File: config.mk
export PLATFORM = sky130hd
export DESIGN_NAME = srs_sequencer
export DESIGN_NICKNAME = d
export VERILOG_FILES = /design/src/core/srs_pkg.sv /design/src/core/srs_sequencer.sv
export SDC_FILE = /design/constraint.sdc
export NUM_CORES = 1
export LEC_CHECK = 0
export CAP_MARGIN = 20
export CORE_UTILIZATION = 60
export DETAILED_ROUTE_END_ITERATION = 7
export DONT_BUFFER_PORTS = 1
export PLACE_DENSITY = 0.76
export SETUP_SLACK_MARGIN = 0.3
export SLEW_MARGIN = 20
export SYNTH_ARGS = -nofsm -noshare
export SYNTH_HDL_FRONTEND = slang
export SYNTH_SLANG_ARGS = --single-unit
File: constraint.sdc
create_clock -name clk -period 2.59 [get_ports clk]
set_input_delay 0.777 -clock clk [delete_from_list [all_inputs] [get_ports clk]]
set_output_delay 0.777 -clock clk [all_outputs]
set_load 0.01 [all_outputs]
File: src/core/srs_pkg.sv
// Constants and types for the reset and standby sequencer
package srs_pkg;
   localparam int unsigned CLK_MHZ          = 25;
   // Entry to standby completes no sooner than this, in microseconds
   localparam int unsigned STBY_ENTRY_US    = 20;
   localparam int unsigned STBY_ENTRY_CYC   = STBY_ENTRY_US * CLK_MHZ;
   // Soft reset stretch, in clock cycles; hard reset loads no stretch
   localparam int unsigned SOFT_RST_CYC     = 120;
   localparam int unsigned CNT_W            = 10;
   localparam logic [CNT_W-1:0] CNT_ZERO    = 10'h000;
   localparam logic [CNT_W-1:0] STBY_ENTRY_LEN = CNT_W'(STBY_ENTRY_CYC);
   localparam logic [CNT_W-1:0] SOFT_RST_LEN   = CNT_W'(SOFT_RST_CYC);
   localparam int unsigned OUT_W            = 8;

   typedef enum logic [1:0]
   {
      SRS_STBY_AT_LINE  = 2'h0,
      SRS_STBY_AT_FRAME = 2'h1
   } srs_sync_t;

   // Standby configuration bits written by software
   typedef struct packed
   {
      logic inhibit;
      logic at_frame;
   } srs_stby_cfg_t;

   // Pins from the host
   typedef struct packed
   {
      logic reset_n;
      logic standby;
      logic shutdown;
   } srs_pins_t;

   // Power and domain controls toward the rest of the chip
   typedef struct packed
   {
      logic core_pwr_on;
      logic core_clk_en;
      logic cfg_clear;
      logic all_clear;
      logic serial_en;
      logic sysctrl_only;
      logic fifo_en;
   } srs_ctl_t;

   localparam srs_ctl_t CTL_OFF = '{default: 1'b0};
endpackage

File: src/core/srs_sequencer.sv
// Reset, standby and shutdown sequencer for the sensor system-on-chip
// Rules for this block and for the host that drives it
// RULE_01: Host should assert hard reset after power-up.
// RULE_02: Host starts input clock late enough after supply.
// RULE_03: All outputs high impedance during hard reset.
// RULE_04: After reset FIFO disabled, outputs tri-stated.
// RULE_05: Host clocks ten periods around hard reset.
// RULE_06: Host waits hundred clocks before first transaction.
// RULE_07: Register write soft reset equals hard reset.
// RULE_08: Host clocks 120 cycles after soft reset.
// RULE_09: Host reconfigures device after soft reset.
// RULE_10: Configuration bit can block both standby kinds.
// RULE_11: Hard standby removes core power, keeps PLL.
// RULE_12: Hard standby: serial off, sysctrl only, pin resumes.
// RULE_13: Host clocks ten units before standby release.
// RULE_14: Host waits twenty units before first write.
// RULE_15: Soft standby stops core, keeps registers, serial.
// RULE_16: Host requests soft standby after calculations finish.
// RULE_17: Soft standby at line end, optionally frame.
// RULE_18: Host clocks ten units before soft standby release.
// RULE_19: Shutdown drops everything; release gives power-on reset.
// RULE_20: Host counts clock cycles for every wait.
`timescale 1ns/10ps
module srs_sequencer
   import srs_pkg::*;
(
   input  wire logic          clk,
   input  wire logic          reset,
   input  wire srs_pins_t     pins,
   input  wire srs_stby_cfg_t stby_cfg,
   input  wire logic          soft_reset_wr,
   input  wire logic          soft_stby_req,
   input  wire logic          soft_stby_rel,
   input  wire logic          out_enable_wr,
   input  wire logic          line_end,
   input  wire logic          frame_end,
   input  wire logic [OUT_W-1:0] core_out,
   output logic [OUT_W-1:0]   pad_out,
   output logic [OUT_W-1:0]   pad_oe,
   output srs_ctl_t           ctl,
   output logic               in_hard_stby,
   output logic               in_soft_stby,
   output logic               in_reset
);
   typedef enum logic [2:0]
   {
      ST_OFF,
      ST_RESET,
      ST_RUN,
      ST_SOFT_WAIT,
      ST_SOFT_ENTER,
      ST_SOFT_STBY,
      ST_HARD_ENTER,
      ST_HARD_STBY
   } srs_state_t;

   srs_state_t       state_r, state_nxt;
   logic [CNT_W-1:0] cnt_r, cnt_nxt;
   logic             out_en_r, out_en_nxt;
   logic             cfg_lost_r, cfg_lost_nxt;
   srs_ctl_t         ctl_nxt;
   logic [OUT_W-1:0] pad_out_nxt, pad_oe_nxt;

   // True once a countdown has run out
   function automatic logic cnt_done(input logic [CNT_W-1:0] c);
      return c == CNT_ZERO;
   endfunction

   // Boundary pulse that carries out a pending soft standby
   function automatic logic sync_pick(input srs_sync_t mode, input logic line_p, input logic frame_p);
      unique case (mode)
         SRS_STBY_AT_LINE:
            return line_p;
         SRS_STBY_AT_FRAME:
            return frame_p;
         default:
            return 1'b0;
      endcase
   endfunction

   // Soft reset resets exactly what the pin resets
   wire logic any_reset = !pins.reset_n || soft_reset_wr; // RULE_07
   wire logic sync_hit  = sync_pick(srs_sync_t'({1'b0, stby_cfg.at_frame}), line_end, frame_end); // RULE_17

   always_comb
   begin
      state_nxt    = state_r;
      cnt_nxt      = cnt_r;
      out_en_nxt   = out_en_r;
      cfg_lost_nxt = cfg_lost_r;
      if (pins.shutdown)
      begin
         state_nxt    = ST_OFF; // RULE_19
         out_en_nxt   = 1'b0;
         cfg_lost_nxt = 1'b1;
      end
      else if (any_reset)
      begin
         state_nxt    = ST_RESET; // RULE_03
         cnt_nxt      = soft_reset_wr ? SOFT_RST_LEN : CNT_ZERO;
         out_en_nxt   = 1'b0; // RULE_04
         cfg_lost_nxt = 1'b0;
      end
      else
      begin
         unique case (state_r)
            ST_OFF:
            begin
               state_nxt    = ST_RESET; // RULE_19
               cnt_nxt      = CNT_ZERO;
               cfg_lost_nxt = 1'b0;
            end
            ST_RESET:
               if (!cnt_done(cnt_r))
                  cnt_nxt = cnt_r - CNT_W'(1);
               else
                  state_nxt = ST_RUN;
            ST_RUN:
            begin
               if (out_enable_wr)
                  out_en_nxt = 1'b1; // RULE_04
               if (pins.standby && !stby_cfg.inhibit) // RULE_10
               begin
                  state_nxt = ST_HARD_ENTER;
                  cnt_nxt   = STBY_ENTRY_LEN;
               end
               else if (soft_stby_req && !stby_cfg.inhibit) // RULE_10
                  state_nxt = ST_SOFT_WAIT;
            end
            ST_SOFT_WAIT:
               if (sync_hit) // RULE_17
               begin
                  state_nxt = ST_SOFT_ENTER;
                  cnt_nxt   = STBY_ENTRY_LEN;
               end
            ST_SOFT_ENTER:
               if (!cnt_done(cnt_r))
                  cnt_nxt = cnt_r - CNT_W'(1);
               else
                  state_nxt = ST_SOFT_STBY;
            ST_SOFT_STBY:
               if (soft_stby_rel)
                  state_nxt = ST_RUN; // RULE_15
            ST_HARD_ENTER:
               if (!pins.standby)
                  state_nxt = ST_RUN;
               else if (!cnt_done(cnt_r))
                  cnt_nxt = cnt_r - CNT_W'(1);
               else
               begin
                  state_nxt    = ST_HARD_STBY;
                  cfg_lost_nxt = 1'b1; // RULE_11
               end
            ST_HARD_STBY:
               if (!pins.standby)
                  state_nxt = ST_RUN; // RULE_12
         endcase
      end
   end

   always_comb
   begin
      ctl_nxt     = CTL_OFF;
      pad_out_nxt = '0;
      pad_oe_nxt  = '0;
      unique case (state_nxt)
         ST_OFF:
            ctl_nxt.all_clear = 1'b1; // RULE_19
         ST_RESET:
         begin
            ctl_nxt.core_pwr_on = 1'b1;
            ctl_nxt.cfg_clear   = 1'b1; // RULE_03
         end
         ST_RUN, ST_SOFT_WAIT:
         begin
            ctl_nxt.core_pwr_on = 1'b1;
            ctl_nxt.core_clk_en = 1'b1;
            ctl_nxt.serial_en   = 1'b1;
            ctl_nxt.cfg_clear   = cfg_lost_nxt;
            ctl_nxt.fifo_en     = out_en_nxt;
            if (out_en_nxt)
            begin
               pad_out_nxt = core_out;
               pad_oe_nxt  = {OUT_W{1'b1}}; // RULE_04
            end
         end
         ST_SOFT_ENTER, ST_SOFT_STBY:
         begin
            ctl_nxt.core_pwr_on = 1'b1; // RULE_15
            ctl_nxt.serial_en   = 1'b1;
         end
         ST_HARD_ENTER:
         begin
            ctl_nxt.core_pwr_on = 1'b1;
            ctl_nxt.serial_en   = 1'b1;
         end
         ST_HARD_STBY:
            ctl_nxt.sysctrl_only = 1'b1; // RULE_12
      endcase
   end

   always_ff @(posedge clk)
   begin
      if (reset)
      begin
         state_r      <= ST_RESET;
         cnt_r        <= CNT_ZERO;
         out_en_r     <= 1'b0;
         cfg_lost_r   <= 1'b0;
         ctl          <= CTL_OFF;
         pad_out      <= '0;
         pad_oe       <= '0;
         in_hard_stby <= 1'b0;
         in_soft_stby <= 1'b0;
         in_reset     <= 1'b1;
      end
      else
      begin
         state_r      <= state_nxt;
         cnt_r        <= cnt_nxt;
         out_en_r     <= out_en_nxt;
         cfg_lost_r   <= cfg_lost_nxt;
         ctl          <= ctl_nxt;
         pad_out      <= pad_out_nxt;
         pad_oe       <= pad_oe_nxt;
         in_hard_stby <= (state_nxt == ST_HARD_STBY);
         in_soft_stby <= (state_nxt == ST_SOFT_STBY);
         in_reset     <= (state_nxt == ST_RESET) || (state_nxt == ST_OFF);
      end
   end
endmodule

==> impl_metrics.xml, run 1 <==
<?xml version="1.0" encoding="UTF-8"?>
<metrics>
  <group name="outcome">
    <metric name="status" unit="">complete, no violations</metric>
  </group>
  <group name="cts">
    <metric name="cts-htree-levels" unit="">2</metric>
    <metric name="cts-buffers-inserted" unit="">5</metric>
    <metric name="worstSkewPairLatency" unit="ns">0.34</metric>
    <metric name="cts_hold_repair.buffers" unit="">0</metric>
    <metric name="cts.path.max_buffers" unit="">2</metric>
    <metric name="clkTransAtPathRegs" unit="ns">0.09</metric>
    <metric name="cts_resized" unit="">0</metric>
    <metric name="cts-root-buf" unit="">sky130_fd_sc_hd__clkbuf_4</metric>
    <metric name="cts_tree" unit="">built</metric>
    <metric name="clock_sinks" unit="">32</metric>
    <metric name="postCtsSetupRepairBufs" unit="">0</metric>
  </group>
  <group name="route">
    <metric name="drt_pass1_iterations" unit="">4</metric>
    <metric name="drt_first_iter_violations" unit="">51</metric>
    <metric name="routed-via-count" unit="">1362</metric>
    <metric name="post_drt_wl_per_cell" unit="µm">17.7</metric>
    <metric name="via_per_instance_ratio" unit="">6.45</metric>
    <metric name="final_routed_wirelength_across_all_metal_layers" unit="mm">3.73</metric>
    <metric name="detail_route.drc_violations" unit="">0</metric>
    <metric name="final_antenna_net_count" unit="">0</metric>
  </group>
  <group name="place">
    <metric name="portBuffers" unit="">0</metric>
    <metric name="dpl-instance-area" unit="mm²">0.00166</metric>
    <metric name="finalWeightedCongestion" unit="">0.899</metric>
    <metric name="dpl.hpwl" unit="mm">2.78</metric>
  </group>
  <group name="sta">
    <metric name="fin_setup_tns" unit="ns">0</metric>
    <metric name="tightest_slew" unit="ns">0.641</metric>
    <metric name="fmax" unit="MHz">474</metric>
    <metric name="timing.slew.headroom" unit="">0.572</metric>
    <metric name="setup_violations" unit="">0</metric>
    <metric name="grt_setup_unrepaired" unit="">no</metric>
    <metric name="layout_worst_path_cycle_share" unit="">0.814</metric>
    <metric name="clock_skew" unit="ns">0.00920</metric>
    <metric name="finalCriticalPeriod" unit="ns">2.11</metric>
    <metric name="final-max-slew-violation-count" unit="">0</metric>
    <metric name="finalHoldViolations" unit="">0</metric>
  </group>
  <group name="yosys">
    <metric name="synthesis.instances" unit="">186</metric>
    <metric name="synth_compound_gate_area_share" unit="">0.206</metric>
    <metric name="post_synth_main_area_contributors" unit="">sky130_fd_sc_hd__dfxtp_1 (38%), sky130_fd_sc_hd__buf_4 (4.8%), sky130_fd_sc_hd__and2_1 (3.3%)</metric>
    <metric name="synth_fa_ha_area_frac" unit="">0.0147</metric>
    <metric name="ys_types" unit="">58</metric>
    <metric name="share_of_synthesized_area_occupied_by_flip_flops_and_latches" unit="">0.375</metric>
    <metric name="synth_top_family_by_area" unit="">simple AND/OR/NAND/NOR gates</metric>
    <metric name="synth_enable_flop_cells" unit="">0</metric>
    <metric name="synth_nets" unit="">209</metric>
    <metric name="synth_warnings" unit="">0</metric>
    <metric name="muxShareOfSynthArea" unit="">0.0176</metric>
    <metric name="ys.flop_type" unit="">sky130_fd_sc_hd__dfxtp_1</metric>
    <metric name="synthXorXnorAreaFrac" unit="">0.0257</metric>
    <metric name="syn_avg_cell_area" unit="µm²">9.18</metric>
    <metric name="synth_largest_type_area_fraction" unit="">0.375</metric>
    <metric name="synth-simple-area-share" unit="">0.271</metric>
    <metric name="synth-async-reset-ratio" unit="">0</metric>
    <metric name="synth.cell_area" unit="mm²">0.00171</metric>
    <metric name="ys_ff_latch" unit="">32</metric>
    <metric name="synthDominantAreaCellType" unit="">sky130_fd_sc_hd__dfxtp_1</metric>
  </group>
  <group name="global_routing">
    <metric name="grt_start_max_net_pins" unit="">14</metric>
    <metric name="grt_util_met2" unit="">0.404</metric>
    <metric name="grt_pass1_vias" unit="">1344</metric>
    <metric name="globalRoute.totalOverflow" unit="">0</metric>
    <metric name="grt.busiest_layer" unit="">met2</metric>
    <metric name="global_route_wire_length_before_repair" unit="mm">6.48</metric>
    <metric name="gr-usage-all-layers" unit="">0.271</metric>
    <metric name="met3_track_usage_gr" unit="">0.0913</metric>
    <metric name="use_met1" unit="">0.372</metric>
    <metric name="antenna_violations_before_repair" unit="">0</metric>
  </group>
  <group name="run">
    <metric name="max_cap_viol_count" unit="">0</metric>
  </group>
  <group name="worst_hold_path">
    <metric name="timing.hold.worst.class" unit="">in -&gt; reg</metric>
  </group>
  <group name="worst_setup_path">
    <metric name="crit_path_start_kind" unit="">flop</metric>
    <metric name="timing.critical_path.required" unit="ns">2.82</metric>
    <metric name="critical_path_arrival" unit="ns">2.34</metric>
    <metric name="timing.critical_path.to_type" unit="">flop</metric>
    <metric name="timing_worst_setup_path_type" unit="">reg -&gt; reg</metric>
    <metric name="largest_driver_fanout_on_the_critical_path" unit="">13</metric>
  </group>
  <group name="layout">
    <metric name="drive_gt1_frac" unit="">0.133</metric>
    <metric name="post_route_standard_cell_area_excluding_fillers" unit="mm²">0.00173</metric>
    <metric name="fin_nets" unit="">203</metric>
    <metric name="area.growth.synth_to_final" unit="%">1.54</metric>
    <metric name="antennaDiodeCount" unit="">0</metric>
  </group>
  <group name="floorplan">
    <metric name="row_count" unit="">18</metric>
    <metric name="floorplan.initialDensity" unit="">0.659</metric>
    <metric name="die_w" unit="µm">55.3</metric>
    <metric name="floorplan.io_pins" unit="">47</metric>
    <metric name="core" unit="mm²">0.00259</metric>
    <metric name="dieHeight" unit="µm">55.3</metric>
    <metric name="dieArea" unit="mm²">0.00306</metric>
  </group>
  <group name="power_and_ir_drop">
    <metric name="powerDensity" unit="mW/mm²">631</metric>
    <metric name="total_leakage_power" unit="nW">0.662</metric>
    <metric name="ir_drop" unit="mV">0.500</metric>
  </group>
</metrics>
[sequential cells by signal, indices dropped and copies added, names as in the netlist]
signal,flops
in_reset,1
cnt_r,10
pad_oe,1
pad_out,8
in_soft_stby,1
out_en_r,1
ctl,6
state_r,3
cfg_lost_r,1
[cells in the mapped netlist, drive strengths merged, types with 2 or more instances]
master,instances
a21o,2
a21oi,9
a31oi,4
and2,9
and3,2
and3b,2
buf,14
clkbuf,3
dfxtp,32
ha,2
inv,9
mux2i,3
nand2,12
nand2b,5
nand3,5
nand4,2
nor2,10
nor2b,5
nor3,4
nor4,5
nor4b,2
o2111ai,2
o21ai,6
o311ai,3
o31ai,2
o32ai,3
o41ai,2
or3b,2
or4,3
xnor2,4
[final timing paths]
check,start,end,slack [ns],cells past startpoint
worst max-delay path,state_r[2]$_SDFF_PP0_,ctl[4]$_SDFF_PP0_,0.48,5
worst min-delay path,reset,state_r[1]$_SDFF_PP0_,0.49,1
worst max register to register,state_r[2]$_SDFF_PP0_,ctl[4]$_SDFF_PP0_,0.48,5
worst min register to register,cnt_r[9]$_SDFFE_PP0P_,cnt_r[9]$_SDFFE_PP0P_,0.54,2
[cell usage in the layout, fill, tap and decap left out, drive strengths merged, types with 3 or more instances in the layout]
cell type,synthesis,final
a21oi,9,9
a31oi,4,4
and2,9,9
buf,14,4
clkbuf,3,6
dfxtp,32,32
inv,9,9
mux2i,3,3
nand2,12,12
nand2b,5,5
nand3,5,5
nor2,10,10
nor2b,5,5
nor3,4,4
nor4,5,5
o21ai,6,6
o311ai,3,3
o32ai,3,3
or4,3,3
xnor2,4,4
[metrics by stage]
step	hold slack, ns	instances	worst slack (ns)	power [W]	util
3_3_place_gp	0.519	203	0.315	0.000727	0.639
3_5_place_dp	0.525	203	0.180	0.000732	0.639
4_1_cts	0.484	211	0.460	0.00110	0.669
5_1_grt	0.476	211	0.317	0.00115	0.669
2_1_floorplan	0.486	186	0.417	0.000699	-
6_report	0.494	211	0.481	0.00109	0.669
[cells by family after synthesis]
| logic type | Yosys count |
|---|---|
| AND/OR/NAND/NOR | 74 |
| multiplexers | 3 |
| adder cells (fa/ha/maj) | 2 |
| AO/OA/AOI/OAI | 44 |
| XOR/XNOR | 5 |
| buffers and inverters | 26 |
| flip-flops | 32 |
[layer usage]
layer / up-vias / share of wire
li1: 661 / -
met1: 640 / 0.43
met2: 57 / 0.47
met3: 4 / 0.087
met4: 0 / 0.011
met5: - / 0
[report_power, final]
| group | total, W | leakage (nW) | internal, W | switching [W] |
|---|---|---|---|---|
| combinational | 0.000188 | 0.360 | 0.0000890 | 0.0000992 |
| sequential | 0.000535 | 0.260 | 0.000509 | 0.0000263 |
| clock | 0.000370 | 0.0422 | 0.000202 | 0.000168 |
| total | 0.00109 | 0.662 | 0.000800 | 0.000293 |
[critical path, stage by stage (launching register included)]
cell                       delay [ns]
sky130_fd_sc_hd__dfxtp_1         0.55
sky130_fd_sc_hd__nor2b_1         0.14
sky130_fd_sc_hd__and3b_1         0.22
sky130_fd_sc_hd__o311ai_2        0.61
sky130_fd_sc_hd__nand3_1         0.17
sky130_fd_sc_hd__o32ai_1         0.30
[layout make-up]
type	instances	area, µm²
Clock buffer	6	41.3
Clock inverter	2	35.0
Fill cell	224	857
Inverter	9	33.8
Multi-Input combinational cell	128	915
Sequential cell	32	641
Tap cell	30	37.5
Timing Repair Buffer	4	30.0
(Power assumes the default switching activity.)
==> run 2, diff against run 1 <==
- clock period: 2.59 -> 2 ns (I/O delays scaled with it)
==> run 2 against run 1 <==
Against the previous run: the run now ends with setup timing left; global-route usage is 1.8 points higher; via count rose by 15%; largest power group unchanged; first-iteration DRC count rose by 140%; sequential share of layout area is 5.9 points lower; combinational power up 87%; highest routed layer unchanged; sequential power grew 30%; cell count up 10%; power grew 39%; cell area is 21% higher; routed wire length rose by 22%.
==> impl_metrics.xml, run 2 (synthesis results as in run 1) <==
<?xml version="1.0" encoding="UTF-8"?>
<metrics>
  <group name="worst_setup_path">
    <metric name="cpPeakStageDelay" unit="ns">0.47</metric>
    <metric name="r2r_cells" unit="">7</metric>
    <metric name="critical_path_arrival" unit="ns">2.25</metric>
    <metric name="largest_driver_fanout_on_the_critical_path" unit="">8</metric>
    <metric name="timing.critical_path.to_type" unit="">flop</metric>
    <metric name="timing.critical_path.required" unit="ns">2.24</metric>
    <metric name="cp_cell_sequence" unit="">inv_2 -&gt; ha_4 -&gt; or4b_4 -&gt; a2111oi_4 -&gt; o41a_4 -&gt; nor2_4 -&gt; o31ai_2</metric>
    <metric name="worst_path_max_delay_cell" unit="">sky130_fd_sc_hd__or4b_4</metric>
    <metric name="timing_worst_setup_path_type" unit="">reg -&gt; reg</metric>
    <metric name="crit_path_start_kind" unit="">flop</metric>
  </group>
  <group name="power_and_ir_drop">
    <metric name="powerDensity" unit="mW/mm²">727</metric>
    <metric name="total_leakage_power" unit="nW">0.825</metric>
    <metric name="ir_drop" unit="mV">0.721</metric>
    <metric name="totalPowerFinal" unit="W">0.00152</metric>
  </group>
  <group name="layout">
    <metric name="area.growth.synth_to_final" unit="%">22.6</metric>
    <metric name="largest_reg_flops" unit="">10</metric>
    <metric name="reg.largest.list" unit="">cnt_r (10), pad_out (8), ctl (6)</metric>
    <metric name="antennaDiodeCount" unit="">0</metric>
    <metric name="fillCellCount" unit="">161</metric>
    <metric name="top_register" unit="">cnt_r</metric>
    <metric name="fin_nets" unit="">225</metric>
    <metric name="drive_gt1_frac" unit="">0.379</metric>
    <metric name="most_common_cell_after_layout_fill_and_taps_aside" unit="">sky130_fd_sc_hd__dfxtp_1</metric>
    <metric name="layout_common_cells" unit="">sky130_fd_sc_hd__dfxtp_1 (24), sky130_fd_sc_hd__buf_4 (23), sky130_fd_sc_hd__nand2_1 (12), sky130_fd_sc_hd__nor2_1 (9)</metric>
  </group>
  <group name="sta">
    <metric name="grt_setup_unrepaired" unit="">yes</metric>
    <metric name="finalHoldViolations" unit="">0</metric>
    <metric name="timing.slew.headroom" unit="">0.565</metric>
    <metric name="whs" unit="ns">0.312</metric>
    <metric name="setup_violations" unit="">2</metric>
    <metric name="finalCriticalPeriod" unit="ns">2.01</metric>
    <metric name="final_critical_path_setup_slack" unit="ns">-0.00758</metric>
    <metric name="final-max-slew-violation-count" unit="">0</metric>
    <metric name="tightest_slew" unit="ns">0.647</metric>
    <metric name="fmax" unit="MHz">498</metric>
    <metric name="clock_skew" unit="ns">0.0148</metric>
    <metric name="layout_worst_path_cycle_share" unit="">1.00</metric>
    <metric name="fin_setup_tns" unit="ns">-0.00985</metric>
  </group>
  <group name="cts">
    <metric name="cts-root-buf" unit="">sky130_fd_sc_hd__clkbuf_4</metric>
    <metric name="clkTransAtPathRegs" unit="ns">0.10</metric>
    <metric name="clock_sinks" unit="">32</metric>
    <metric name="worstSkewPairLatency" unit="ns">0.34</metric>
    <metric name="cts-buffers-inserted" unit="">5</metric>
    <metric name="cts_hold_repair.buffers" unit="">0</metric>
    <metric name="cts-htree-levels" unit="">2</metric>
    <metric name="cts_tree" unit="">built</metric>
    <metric name="cts.path.max_buffers" unit="">2</metric>
  </group>
  <group name="floorplan">
    <metric name="die_w" unit="µm">55.3</metric>
    <metric name="core" unit="mm²">0.00259</metric>
    <metric name="dieArea" unit="mm²">0.00306</metric>
    <metric name="row_count" unit="">18</metric>
    <metric name="floorplan.io_pins" unit="">47</metric>
    <metric name="dieHeight" unit="µm">55.3</metric>
    <metric name="floorplan.initialDensity" unit="">0.659</metric>
  </group>
  <group name="route">
    <metric name="drt_pass1_iterations" unit="">4</metric>
    <metric name="drt_first_iter_violations" unit="">122</metric>
    <metric name="final_antenna_net_count" unit="">0</metric>
    <metric name="via_per_instance_ratio" unit="">6.72</metric>
    <metric name="post_drt_wl_per_cell" unit="µm">19.6</metric>
    <metric name="detail_route.drc_violations" unit="">0</metric>
    <metric name="routed-via-count" unit="">1566</metric>
    <metric name="final_routed_wirelength_across_all_metal_layers" unit="mm">4.56</metric>
  </group>
  <group name="global_routing">
    <metric name="globalRoute.totalOverflow" unit="">0</metric>
    <metric name="global_route_wire_length_before_repair" unit="mm">6.84</metric>
    <metric name="grt_start_max_net_pins" unit="">14</metric>
    <metric name="antenna_violations_before_repair" unit="">0</metric>
    <metric name="gr-usage-all-layers" unit="">0.289</metric>
    <metric name="grt_pass1_vias" unit="">1495</metric>
  </group>
  <group name="worst_hold_path">
    <metric name="hold_path_depth" unit="">1</metric>
    <metric name="timing.hold.worst.class" unit="">in -&gt; reg</metric>
  </group>
  <group name="place">
    <metric name="portBuffers" unit="">0</metric>
    <metric name="place_worst_setup_slack" unit="ns">-0.00988</metric>
    <metric name="finalWeightedCongestion" unit="">0.922</metric>
    <metric name="dpl.hpwl" unit="mm">3.14</metric>
  </group>
  <group name="outcome">
    <metric name="failing_checks" unit="">setup timing</metric>
    <metric name="status" unit="">complete, but fails checks</metric>
  </group>
  <group name="run">
    <metric name="max_cap_viol_count" unit="">0</metric>
  </group>
</metrics>
run 2: cell count changes in the layout (fill, tap and decap cells not counted), sizes merged:
| cell | delta |
|---|---|
| and3b | +1 |
| buf | +21 |
run 2: what timing repair did:
item / in CTS / in global routing
cloned: 1 / 0
pin swaps: 6 / 13
setup endpoints to repair: 28 / 30
setup buffers: 3 / 6
gates resized for setup: 17 / 21
run 2: final timing paths:
path	from	endpoint	slack [ns]
setup reg to reg	cnt_r[0]$_SDFFE_PP0P_	cnt_r[1]$_SDFFE_PP0P_	-0.008
hold reg to reg	cnt_r[6]$_SDFFE_PP0P_	cnt_r[6]$_SDFFE_PP0P_	0.52
setup / recovery	cnt_r[0]$_SDFFE_PP0P_	cnt_r[1]$_SDFFE_PP0P_	-0.008
hold / removal	reset	state_r[1]$_SDFF_PP0_	0.31
run 2: final cells by class:
type                            instances  area (µm²)  share of cell area
Clock buffer                            6        41.3              0.0197
Clock inverter                          2        35.0              0.0167
Inverter                                9        33.8              0.0161
Multi-Input combinational cell        129        1100               0.525
Sequential cell                        32         651               0.311
Tap cell                               30        37.5              0.0179
Timing Repair Buffer                   25         195              0.0933
run 2: power by group:
part           internal, W  switching (W)
sequential        0.000661      0.0000364
clock             0.000262       0.000211
combinational     0.000176       0.000175
total              0.00110       0.000422
run 2: per-stage QoR:
| stage | instance area, µm² | cells | utilization |
|---|---|---|---|
| floorplan | 1730 | 186 | - |
| global placement | 1770 | 215 | 0.683 |
| detailed placement | 1770 | 215 | 0.683 |
| CTS | 1950 | 227 | 0.753 |
| global route | 2090 | 233 | 0.808 |
| finish | 2090 | 233 | 0.808 |
run 2: routing by layer:
layer	GRT usage	up-vias	wire length, µm
met5	0	-	0
met4	0.154	0	95
met3	0.101	12	488
met2	0.439	100	2190
met1	0.360	750	1790
li1	-	704	-
run 2: critical path, delay by kind of cell, from the launching register on:
kind | cells | cell delay (ns)
adder cells (fa/ha/maj) | 1 | 0.13
flip-flops | 1 | 0.34
buffers and inverters | 1 | 0.08
AND/OR/NAND/NOR | 2 | 0.56
AO/OA/AOI/OAI | 3 | 0.82
